===== src/rtl/nipc_pkg.sv =====
// Package for the nested interrupt priority controller.
// Assumes a single 100 MHz clock domain shared with the CPU core and peripherals.
package nipc_pkg;
    localparam int NSRC = 14;
    localparam int ADDR_W = 8;
    // Register byte offsets on the AXI4-Lite slave
    localparam logic [ADDR_W-1:0] OFF_PRIO0 = 8'h00;
    localparam logic [ADDR_W-1:0] OFF_PRIO1 = 8'h04;
    localparam logic [ADDR_W-1:0] OFF_PRIO2 = 8'h08;
    localparam logic [ADDR_W-1:0] OFF_PRIO3 = 8'h0c;
    localparam logic [ADDR_W-1:0] OFF_STATUS = 8'h10;
    // Field positions
    localparam int CC_LVL_HI_POS = 5;
    localparam int CC_LVL_LO_POS = 3;
    localparam int ST_HALT_POS = 8;
    localparam int ST_BUSY_POS = 9;
    localparam int ST_VNUM_POS = 12;
    // Reset values
    localparam logic [7:0] PRIO_RST = 8'hff;
    localparam logic [3:0] PRIO3_RO_ONES = 4'hf;
    localparam logic [1:0] LVL_RST = 2'b11;
    // Level patterns
    localparam logic [1:0] PAT_LVL0 = 2'b10;
    localparam logic [1:0] PAT_LVL1 = 2'b01;
    localparam logic [1:0] PAT_LVL2 = 2'b00;
    localparam logic [1:0] PAT_LVL3 = 2'b11;
    // Vectors
    localparam logic [15:0] VEC_RESET = 16'hfffe;
    localparam logic [15:0] VEC_TRAP = 16'hfffc;
    localparam logic [15:0] VEC_SRC0 = 16'hfffa;
    localparam logic [3:0] NUM_TRAP = 4'he;
    localparam logic [3:0] NUM_RESET = 4'hf;
    // Sources able to leave halt; bit 1 only from active halt, bit 3 excludes the voltage detector
    localparam logic [NSRC-1:0] WAKE_MASK = 14'h21bf;
    localparam logic [1:0] PUSH_LAST = 2'h3;
    localparam logic [1:0] RESP_OKAY = 2'b00;
    localparam logic [1:0] RESP_SLVERR = 2'b10;

    typedef enum logic [3:0] {
        OP_NONE, OP_RIM, OP_SIM, OP_HALT, OP_WFI, OP_IRQ_RETURN_INSTR, OP_POPCC, OP_PUSHCC, OP_TRAP
    } nipc_op_t;

    typedef struct packed {
        logic op_valid;
        nipc_op_t op;
        logic [7:0] cc_in;
        logic boundary;
    } nipc_cpu_req_t;

    typedef struct packed {
        logic push_valid;
        logic [1:0] push_sel;
        logic vec_valid;
        logic [15:0] vec_addr;
        logic [3:0] vec_num;
        logic wake;
    } nipc_entry_t;
endpackage


===== src/rtl/nipc_top.sv =====
// Nested interrupt priority controller: current level, priority registers, arbitration,
// entry sequencing and AXI4-Lite register access.
// Assumes CPU core and peripheral requests come from logic on aclk; requests are levels
// held until the peripheral clears them.
//
// Notes on behaviour
// RULE_01: Current level lives at condition code bits 5 (high) and 3 (low).
// RULE_02: Patterns 10,01,00,11 are levels 0,1,2,3; level 3 disables interrupts.
// RULE_03: Top-level pin, trap and reset still preempt level 3 code.
// RULE_04: Maskable entry loads the level from that vector's priority pair.
// RULE_05: Enable, disable, halt, wait, return, push and pop instructions touch the level; push leaves the level unchanged here.
// RULE_06: Interrupt-enable instruction writes 10, level 0.
// RULE_07: Interrupt-disable writes 11; trap also leaves both bits set.
// RULE_08: Branch-if-masked taken at 11, its complement taken otherwise.
// RULE_09: Level set by an instruction holds until return or another such instruction.
// RULE_10: Four 8-bit priority registers reset to ones, one pair per vector.
// RULE_11: Vector n uses pair n, four pairs per register, pair 0 lowest.
// RULE_12: Upper four bits of the fourth priority register read as ones.
// RULE_13: Top-level pin pair is read/write but ignored by arbitration.
// RULE_14: Writing pattern 10 to a pair leaves that pair unchanged.
// RULE_15: Reset, trap and top-level pin entries set both level bits.
// RULE_16: Raised level re-enters a still-pending vector, else waits for next request.
// RULE_17: Hardware order reset, trap, pin, sources 1-13; vectors step down by two.
// RULE_18: Vector 2 shared by ext irq 0 and auto wake-up, 3 by ext irq 1 and detector.
// RULE_19: Only wake-capable sources leave halt.
// RULE_20: Time-base source wakes from active halt only.
// RULE_21: Highest software level first, ties by hardware priority.
// RULE_22: Maskable served only if its level exceeds the current one, else stays pending.
// RULE_23: Entry pushes PC, X, A, CC before loading the vector.
// RULE_24: Return restores the level from the stacked condition code.
// RULE_25: Patterns are decoded to ordered levels 0..3 before comparing.
//
// Implementation choices: register access over AXI4-Lite and the placing of the registers.
`timescale 1ns/10ps
module nipc_top (
    input wire logic aclk, // System clock
    input wire logic aresetn, // Synchronous reset, active low
    input wire logic s_axi_awvalid, // Write address valid
    output logic s_axi_awready, // Write address ready
    input wire logic [nipc_pkg::ADDR_W-1:0] s_axi_awaddr, // Write address
    input wire logic s_axi_wvalid, // Write data valid
    output logic s_axi_wready, // Write data ready
    input wire logic [31:0] s_axi_wdata, // Write data
    input wire logic [3:0] s_axi_wstrb, // Write strobes
    output logic s_axi_bvalid, // Write response valid
    input wire logic s_axi_bready, // Write response ready
    output logic [1:0] s_axi_bresp, // Write response
    input wire logic s_axi_arvalid, // Read address valid
    output logic s_axi_arready, // Read address ready
    input wire logic [nipc_pkg::ADDR_W-1:0] s_axi_araddr, // Read address
    output logic s_axi_rvalid, // Read data valid
    input wire logic s_axi_rready, // Read data ready
    output logic [31:0] s_axi_rdata, // Read data
    output logic [1:0] s_axi_rresp, // Read response
    input wire logic [nipc_pkg::NSRC-1:0] src_req, // Pending requests, bit 0 is top-level pin
    input wire logic awu_req, // Auto wake-up from halt request
    input wire logic avd_req, // Auxiliary voltage detector request
    input wire logic active_halt, // Halt is the active-halt flavour
    input wire nipc_pkg::nipc_cpu_req_t cpu_req, // Instruction events from the core
    output nipc_pkg::nipc_entry_t entry, // Entry sequencing towards the core
    output logic [7:0] cc_level_bits, // Level bits placed in a condition code byte
    output logic branch_if_masked, // Masked-branch condition
    output logic branch_if_unmasked // Unmasked-branch condition
);
    import nipc_pkg::*;

    typedef enum logic [1:0] {ST_RESET_VEC, ST_IDLE, ST_PUSH, ST_VEC} nipc_state_t;

    nipc_state_t state_q;
    logic [1:0] lvl_q;
    logic [2*NSRC-1:0] prio_q;
    logic in_halt_q;
    logic [1:0] push_cnt_q;
    logic [3:0] tgt_num_q;
    logic [1:0] tgt_pair_q;
    logic tgt_nm_q;
    logic [15:0] vec_addr_q;

    function automatic logic [1:0] dec_lvl(input logic [1:0] pat);
        unique case (pat)
            PAT_LVL0: dec_lvl = 2'd0; // RULE_02
            PAT_LVL1: dec_lvl = 2'd1;
            PAT_LVL2: dec_lvl = 2'd2;
            PAT_LVL3: dec_lvl = 2'd3;
        endcase
    endfunction

    // Decoded levels
    logic [1:0] cur_lvl;
    logic [1:0] plvl [NSRC];
    assign cur_lvl = dec_lvl(lvl_q); // RULE_25
    genvar gi;
    generate
        for (gi = 0; gi < NSRC; gi++) begin : g_dec
            assign plvl[gi] = dec_lvl(prio_q[2*gi+1:2*gi]); // RULE_11 RULE_25
        end
    endgenerate

    // Request gathering
    logic [NSRC-1:0] all_req;
    logic [NSRC-1:0] wake_req;
    logic [NSRC-1:0] req_eff;
    always_comb begin
        all_req = src_req;
        all_req[2] = src_req[2] | awu_req; // RULE_18
        all_req[3] = src_req[3] | avd_req; // RULE_18
        wake_req = all_req & WAKE_MASK; // RULE_19
        wake_req[1] = src_req[1] & active_halt; // RULE_20
        wake_req[3] = src_req[3]; // RULE_19
        req_eff = in_halt_q ? wake_req : all_req;
    end

    // Arbitration: scan low to high hardware priority so that ties go to the lower number
    logic found;
    logic [3:0] win_num;
    logic [1:0] win_lvl;
    always_comb begin
        found = 1'b0;
        win_num = 4'h0;
        win_lvl = 2'd0;
        for (int i = NSRC - 1; i >= 1; i--) begin
            if (req_eff[i] && plvl[i] > cur_lvl && (!found || plvl[i] >= win_lvl)) begin // RULE_21 RULE_22
                found = 1'b1;
                win_num = 4'(i);
                win_lvl = plvl[i];
            end
        end
        // Pin source ignores its own pair and the current level
        if (req_eff[0]) begin // RULE_03 RULE_13
            found = 1'b1;
            win_num = 4'h0;
        end
    end

    logic op_take;
    logic trap_take;
    logic irq_take;
    assign op_take = (state_q == ST_IDLE) && cpu_req.op_valid;
    assign trap_take = op_take && cpu_req.op == OP_TRAP;
    assign irq_take = (state_q == ST_IDLE) && !cpu_req.op_valid && cpu_req.boundary && found;

    // Entry sequencing
    always_ff @(posedge aclk) begin
        if (!aresetn) begin
            state_q <= ST_RESET_VEC;
            push_cnt_q <= 2'd0;
        end else begin
            unique case (state_q)
                ST_RESET_VEC: state_q <= ST_IDLE;
                ST_IDLE: begin
                    if (trap_take || irq_take) begin
                        state_q <= ST_PUSH; // RULE_23
                        push_cnt_q <= 2'd0;
                    end
                end
                ST_PUSH: begin
                    push_cnt_q <= push_cnt_q + 2'd1;
                    if (push_cnt_q == PUSH_LAST) begin
                        state_q <= ST_VEC;
                    end
                end
                ST_VEC: state_q <= ST_IDLE;
            endcase
        end
    end

    // Target capture
    always_ff @(posedge aclk) begin
        if (!aresetn) begin
            tgt_num_q <= NUM_RESET;
            tgt_pair_q <= LVL_RST;
            tgt_nm_q <= 1'b1;
            vec_addr_q <= VEC_RESET; // RULE_17
        end else if (trap_take) begin
            tgt_num_q <= NUM_TRAP;
            tgt_nm_q <= 1'b1;
            vec_addr_q <= VEC_TRAP; // RULE_17
        end else if (irq_take) begin
            tgt_num_q <= win_num;
            tgt_pair_q <= prio_q[2*win_num+:2]; // RULE_04
            tgt_nm_q <= (win_num == 4'h0);
            vec_addr_q <= VEC_SRC0 - {11'h000, win_num, 1'b0}; // RULE_17
        end
    end

    // Current level; a raised pair re-enters through the comparator while still pending
    always_ff @(posedge aclk) begin
        if (!aresetn) begin
            lvl_q <= LVL_RST; // RULE_15
        end else if (state_q == ST_VEC) begin
            lvl_q <= tgt_nm_q ? PAT_LVL3 : tgt_pair_q; // RULE_04 RULE_15 RULE_16
        end else if (op_take) begin
            unique case (cpu_req.op)
                OP_RIM, OP_HALT, OP_WFI: lvl_q <= PAT_LVL0; // RULE_05 RULE_06 RULE_09
                OP_SIM: lvl_q <= PAT_LVL3; // RULE_07 RULE_09
                OP_IRQ_RETURN_INSTR, OP_POPCC: lvl_q <= {cpu_req.cc_in[CC_LVL_HI_POS],
                    cpu_req.cc_in[CC_LVL_LO_POS]}; // RULE_24 RULE_09
                default: lvl_q <= lvl_q;
            endcase
        end
    end

    always_ff @(posedge aclk) begin
        if (!aresetn) begin
            in_halt_q <= 1'b0;
        end else if (irq_take) begin
            in_halt_q <= 1'b0;
        end else if (op_take && cpu_req.op == OP_HALT) begin
            in_halt_q <= 1'b1;
        end
    end

    always_comb begin
        cc_level_bits = 8'h00;
        cc_level_bits[CC_LVL_HI_POS] = lvl_q[1]; // RULE_01
        cc_level_bits[CC_LVL_LO_POS] = lvl_q[0]; // RULE_01
    end
    assign branch_if_masked = (lvl_q == PAT_LVL3); // RULE_08
    assign branch_if_unmasked = (lvl_q != PAT_LVL3); // RULE_08

    assign entry.push_valid = (state_q == ST_PUSH);
    assign entry.push_sel = push_cnt_q;
    assign entry.vec_valid = (state_q == ST_VEC) || (state_q == ST_RESET_VEC);
    assign entry.vec_addr = vec_addr_q;
    assign entry.vec_num = tgt_num_q;
    assign entry.wake = in_halt_q && found; // RULE_19

    // AXI4-Lite slave; write address and data may arrive in either order
    logic aw_got_q;
    logic w_got_q;
    logic [ADDR_W-1:0] waddr_q;
    logic [7:0] wbyte_q;
    logic wen_q;
    logic bvalid_q;
    logic [1:0] bresp_q;
    logic rvalid_q;
    logic [31:0] rdata_q;
    logic [1:0] rresp_q;
    logic [ADDR_W-1:0] raddr_q;
    logic do_write;
    logic wmapped;

    assign s_axi_awready = !aw_got_q && !bvalid_q;
    assign s_axi_wready = !w_got_q && !bvalid_q;
    assign s_axi_bvalid = bvalid_q;
    assign s_axi_bresp = bresp_q;
    assign s_axi_arready = !rvalid_q;
    assign s_axi_rvalid = rvalid_q;
    assign s_axi_rdata = rdata_q;
    assign s_axi_rresp = rresp_q;
    assign do_write = aw_got_q && w_got_q && !bvalid_q;
    assign wmapped = waddr_q[1:0] == 2'b00 && waddr_q <= OFF_STATUS;

    always_ff @(posedge aclk) begin
        if (!aresetn) begin
            aw_got_q <= 1'b0;
            waddr_q <= '0;
        end else if (s_axi_awvalid && s_axi_awready) begin
            aw_got_q <= 1'b1;
            waddr_q <= s_axi_awaddr;
        end else if (do_write) begin
            aw_got_q <= 1'b0;
        end
    end

    always_ff @(posedge aclk) begin
        if (!aresetn) begin
            w_got_q <= 1'b0;
            wbyte_q <= 8'h00;
            wen_q <= 1'b0;
        end else if (s_axi_wvalid && s_axi_wready) begin
            w_got_q <= 1'b1;
            wbyte_q <= s_axi_wdata[7:0];
            wen_q <= s_axi_wstrb[0];
        end else if (do_write) begin
            w_got_q <= 1'b0;
        end
    end

    always_ff @(posedge aclk) begin
        if (!aresetn) begin
            bvalid_q <= 1'b0;
            bresp_q <= RESP_OKAY;
        end else if (do_write) begin
            bvalid_q <= 1'b1;
            bresp_q <= wmapped ? RESP_OKAY : RESP_SLVERR;
        end else if (s_axi_bready) begin
            bvalid_q <= 1'b0;
        end
    end

    // Priority storage, one pair per vector
    generate
        for (gi = 0; gi < NSRC; gi++) begin : g_pair
            localparam logic [ADDR_W-1:0] POFF = ADDR_W'(4 * (gi / 4));
            localparam int SH = 2 * (gi % 4);
            always_ff @(posedge aclk) begin
                if (!aresetn) begin
                    prio_q[2*gi+:2] <= PRIO_RST[SH+:2]; // RULE_10
                end else if (do_write && wen_q && waddr_q == POFF &&
                             wbyte_q[SH+:2] != PAT_LVL0) begin // RULE_14
                    prio_q[2*gi+:2] <= wbyte_q[SH+:2]; // RULE_11 RULE_13
                end
            end
        end
    endgenerate

    always_ff @(posedge aclk) begin
        if (!aresetn) begin
            rvalid_q <= 1'b0;
            rdata_q <= 32'h0000_0000;
            rresp_q <= RESP_OKAY;
            raddr_q <= '0;
        end else if (s_axi_arvalid && s_axi_arready) begin
            rvalid_q <= 1'b1;
            raddr_q <= s_axi_araddr;
            rresp_q <= RESP_OKAY;
            rdata_q <= 32'h0000_0000;
            unique case (s_axi_araddr)
                OFF_PRIO0: rdata_q[7:0] <= prio_q[7:0];
                OFF_PRIO1: rdata_q[7:0] <= prio_q[15:8];
                OFF_PRIO2: rdata_q[7:0] <= prio_q[23:16];
                OFF_PRIO3: rdata_q[7:0] <= {PRIO3_RO_ONES, prio_q[27:24]}; // RULE_12
                OFF_STATUS: begin
                    rdata_q[7:0] <= cc_level_bits;
                    rdata_q[ST_HALT_POS] <= in_halt_q;
                    rdata_q[ST_BUSY_POS] <= (state_q != ST_IDLE);
                    rdata_q[ST_VNUM_POS+:4] <= tgt_num_q;
                end
                default: rresp_q <= RESP_SLVERR;
            endcase
        end else if (s_axi_rready) begin
            rvalid_q <= 1'b0;
        end
    end
endmodule


===== config.mk =====
export PLATFORM = sky130hd
export DESIGN_NAME = nipc_top
export DESIGN_NICKNAME = d
export VERILOG_FILES = /design/src/rtl/nipc_pkg.sv /design/src/rtl/nipc_top.sv
export SDC_FILE = /design/constraint.sdc
export NUM_CORES = 1
export LEC_CHECK = 0
export BUFFER_PORTS_ARGS = -buffer_cell sky130_fd_sc_hd__buf_2
export CORE_ASPECT_RATIO = 0.9
export CORE_UTILIZATION = 59
export CTS_BUF_LIST = sky130_fd_sc_hd__clkbuf_8 sky130_fd_sc_hd__clkbuf_16
export DETAILED_ROUTE_END_ITERATION = 8
export PLACE_DENSITY = 0.89
export SLEW_MARGIN = 20
export SYNTH_ARGS = -nofsm -noshare
export SYNTH_HDL_FRONTEND = slang
export SYNTH_SLANG_ARGS = --single-unit

===== constraint.sdc =====
create_clock -name aclk -period 46.5 [get_ports aclk]
set_clock_uncertainty 0.1 [all_clocks]
set_input_delay 2.325 -clock aclk [delete_from_list [all_inputs] [get_ports aclk]]
set_output_delay 2.325 -clock aclk [all_outputs]
set_load 0.01 [all_outputs]

==> results.tsv <==
stage	metric	value	unit
timing	final hold vios	0	
global_routing	initial antenna violation count	0	
worst_hold_path	Hold Path Class	reg2reg	
timing	RSZ-0062 raised after global routing	false	
clocking	CTS resizes	0	
worst_setup_path	CP peak stage delay	0.45	ns
die	Die Height	104	um
final_layout	Non-Filler Instances	1063	
timing	final setup fails	0	
outcome	status	finished, final reports clean	
power_and_ir_drop	Clock power frac	0.225	
worst_setup_path	crit-path max FO	10	
timing	Rel. slew slack	0.329	
synthesis	Synth top area share	0.245	
worst_hold_path	Hold Startpoint	s_axi_rdata[4]	
timing	Max Fclk	54.8	MHz
synthesis	mapped cell area	6790	um^2
timing	Max Slew Vio Count	0	
worst_setup_path	Crit path depth	81	
final_layout	share of layout cells above drive strength 1	0.166	
placed_design	GP Congestion	0.929	
clocking	cts bufs inserted	9	
synthesis	Syn Area/Cell	8.21	um^2
routing	vias per inst	5.83	
synthesis	Seq/Total Area, Yosys	0.245	
global_routing	vias in the first global route	5695	
power_and_ir_drop	switch share	0.399	
die	Starting Density	0.616	
worst_setup_path	beginning of the worst register-to-register path	lvl_q[0]	
placed_design	DP Area	7210	um^2
routing	residual DRC count	0	
global_routing	Overall Global Routing Usage	0.281	
routing	total routed wirelength	16600	um
routing	vias	6201	
final_layout	Antenna diodes	0	
clocking	clock sinks	83	
power_and_ir_drop	Cell Pwr Density	39.2	nW/um^2
worst_setup_path	Crit-path slowest cell	o21ai_0	
worst_setup_path	Critical Setup Path Class	in2reg	
worst_setup_path	endpoint of the worst register-to-register path	tgt_pair_q[1]	
synthesis	FFs w/ async S/R, synth	0	
routing	Routed WL per cell	15.6	um
worst_setup_path	R2R depth	85	
timing	Worst Max-Slew Pin Slew	0.999	ns
synthesis	Yosys cell types	87	
placed_design	pre-CTS setup slack	28.10	ns
synthesis	count leader, synth	nand2_1	
worst_setup_path	CP arrival	18.39	ns
worst_setup_path	Critical Path Start Type	input pin	
clocking	deepest clock path buffer count	2	
die	I/O Pins	166	
power_and_ir_drop	total power	294	uW
clocking	hold buffers post-CTS	0	
timing	setup TNS	0	ns
routing	drt initial violations	509	
synthesis	Mapped Cells	827	
clocking	Worst-path clk slew	0.06	ns
die	DIE WIDTH	115	um
worst_hold_path	Hold Path Cell Cnt	2	
global_routing	largest net degree at the start of global routing	40	
synthesis	top post-synthesis cells by area	dfxtp_1 (24%), ha_1 (18%), nand2_1 (5.8%)	
placed_design	dpl hpwl	12800	um
power_and_ir_drop	P_int	176	uW
worst_setup_path	R2R Setup Slk	28.42	ns
timing	minimum clock period	18.26	ns
synthesis	Ys Warns	0	
worst_setup_path	CP Buf/Inv Count	2	
worst_setup_path	Worst Path Required	46.63	ns
die	floorplan core area	11000	um^2
routing	DR pass1 iterations	5	
clocking	Setup Fix Bufs, Post-CTS	0	
power_and_ir_drop	Reg power frac	0.267	
die	# rows	36	
placed_design	IO buf count	95	
die	Die ar.	11900	um^2
clocking	H-tree depth	3	
timing	setup ws final	28.24	ns
global_routing	first-pass GRT wire length	26900	um
synthesis	number of enable flip-flop cells after synthesis	0	
power_and_ir_drop	Sw Pwr	117	uW
synthesis	largest area contributor in the synthesized netlist	dfxtp_1	
power_and_ir_drop	maximum VDD drop	0.0000158	V
clocking	Clock Latency Late Sink	0.34	ns
synthesis	Post-synth top cells	nand2_1 (105), ha_1 (97), dfxtp_1 (83), nor2_1 (69), a21oi_1 (65)	
final_layout	Final Cell Area	7490	um^2
clocking	TritonCTS clock tree	built	
worst_hold_path	Hold EP	s_axi_rdata[4]	
worst_setup_path	CP dominant cell by count	a21oi_1	
routing	DRT antenna net count	0	
worst_setup_path	Critical Path Sink Type	register	
global_routing	grt ovf	0	
synthesis	Seq cells post-synth	83	
placed_design	Cells after DPL	1047	
worst_setup_path	crit-path leading delay family	compound AO/OA/AOI/OAI gates	
power_and_ir_drop	P_leak	3.66	nW
timing	Tcrit/Tclk final	0.393	
job	MaxCap Viol Count	0	
clocking	Root Driver	clkbuf_16	
power_and_ir_drop	combinational power share	0.507	
final_layout	Area Growth Syn to Fin	10.2	%
synthesis	dominant synthesized flop cell	dfxtp_1	
final_layout	Post-layout nets	1093	
==> cells by family after synthesis <==
kind of cell,count (synthesis),share of synthesized area
AO/OA/AOI/OAI,240,0.258
XOR/XNOR,2,0.00258
adder cells (fa/ha/maj),97,0.179
buffers and inverters,118,0.0890
flip-flops,83,0.245
multiplexers,16,0.0332
other,2,0.00111
AND/OR/NAND/NOR,269,0.193
==> per-stage QoR <==
step,hold WS [ns],util
3_5_place_dp,0.351,0.653
2_1_floorplan,0.343,-
3_3_place_gp,0.322,0.653
5_1_grt,0.370,0.678
4_1_cts,0.358,0.678
6_report,0.353,0.678
==> worst max-delay path by stage <==
| stage | to | startpoint |
|---|---|---|
| 6_report | tgt_pair_q[1] | src_req[13] |
| 5_1_grt | tgt_pair_q[1] | src_req[13] |
| 4_1_cts | tgt_pair_q[1] | src_req[13] |
| 3_5_place_dp | tgt_pair_q[1] | src_req[13] |
| 3_3_place_gp | tgt_pair_q[1] | src_req[13] |
| 2_1_floorplan | tgt_pair_q[1] | src_req[13] |
==> layout make-up <==
type	count	area, um^2
Fill cell	896	3550
Multi-Input combinational cell	661	4660
Sequential cell	83	1660
Tap cell	152	190
Clock inverter	5	28.8
Inverter	54	205
Timing Repair Buffer	97	490
Clock buffer	11	253
==> metal layers <==
layer  part of all wire  vias up  track usage
met3              0.074       36       0.0503
met4              0.020        0       0.0891
met1               0.44     2836        0.369
met5                  0        -            0
li1                   -     3055            -
met2               0.47      274        0.463
==> power by group through the flow <==
stage               Clock [mW]  Combinational, mW  Sequential, mW
detailed placement           0              0.146          0.0799
floorplan                    0              0.118          0.0792
finish                  0.0662              0.149          0.0785
CTS                     0.0665              0.146          0.0784
global placement             0              0.142          0.0796
global route            0.0697              0.166          0.0790
==> state kept, by name (all words and copies together), names as in the netlist, 4 cells and up <==
| register | flops |
|---|---|
| tgt_num_q | 4 |
| prio_q | 28 |
| waddr_q | 8 |
| wbyte_q | 8 |
| s_axi_rdata | 14 |
| vec_addr_q | 4 |
==> cells in the final DEF, fill, tap and decap left out, types with 7 or more instances in the layout <==
cell       instances
ha_1              97
o211ai_1          26
o21bai_1          11
a21o_1             9
nand2_1          105
buf_2             95
nor2b_1           13
mux2i_1            9
and2_1            10
nand3_1            8
dfxtp_1           83
o221ai_1           8
a22oi_1           13
a21oi_1           65
nor2_1            69
inv_1             54
nand2b_1          19
o21ai_0           37
conb_1            37
nor3_1             7
clkbuf_16          9
==> worst min-delay path, stage by stage, from the launching register on <==
cell and delay [ns]:
dfxtp_1 0.30, nand2_1 0.05, a21oi_1 0.05
Power figures use the tool's default switching activity.
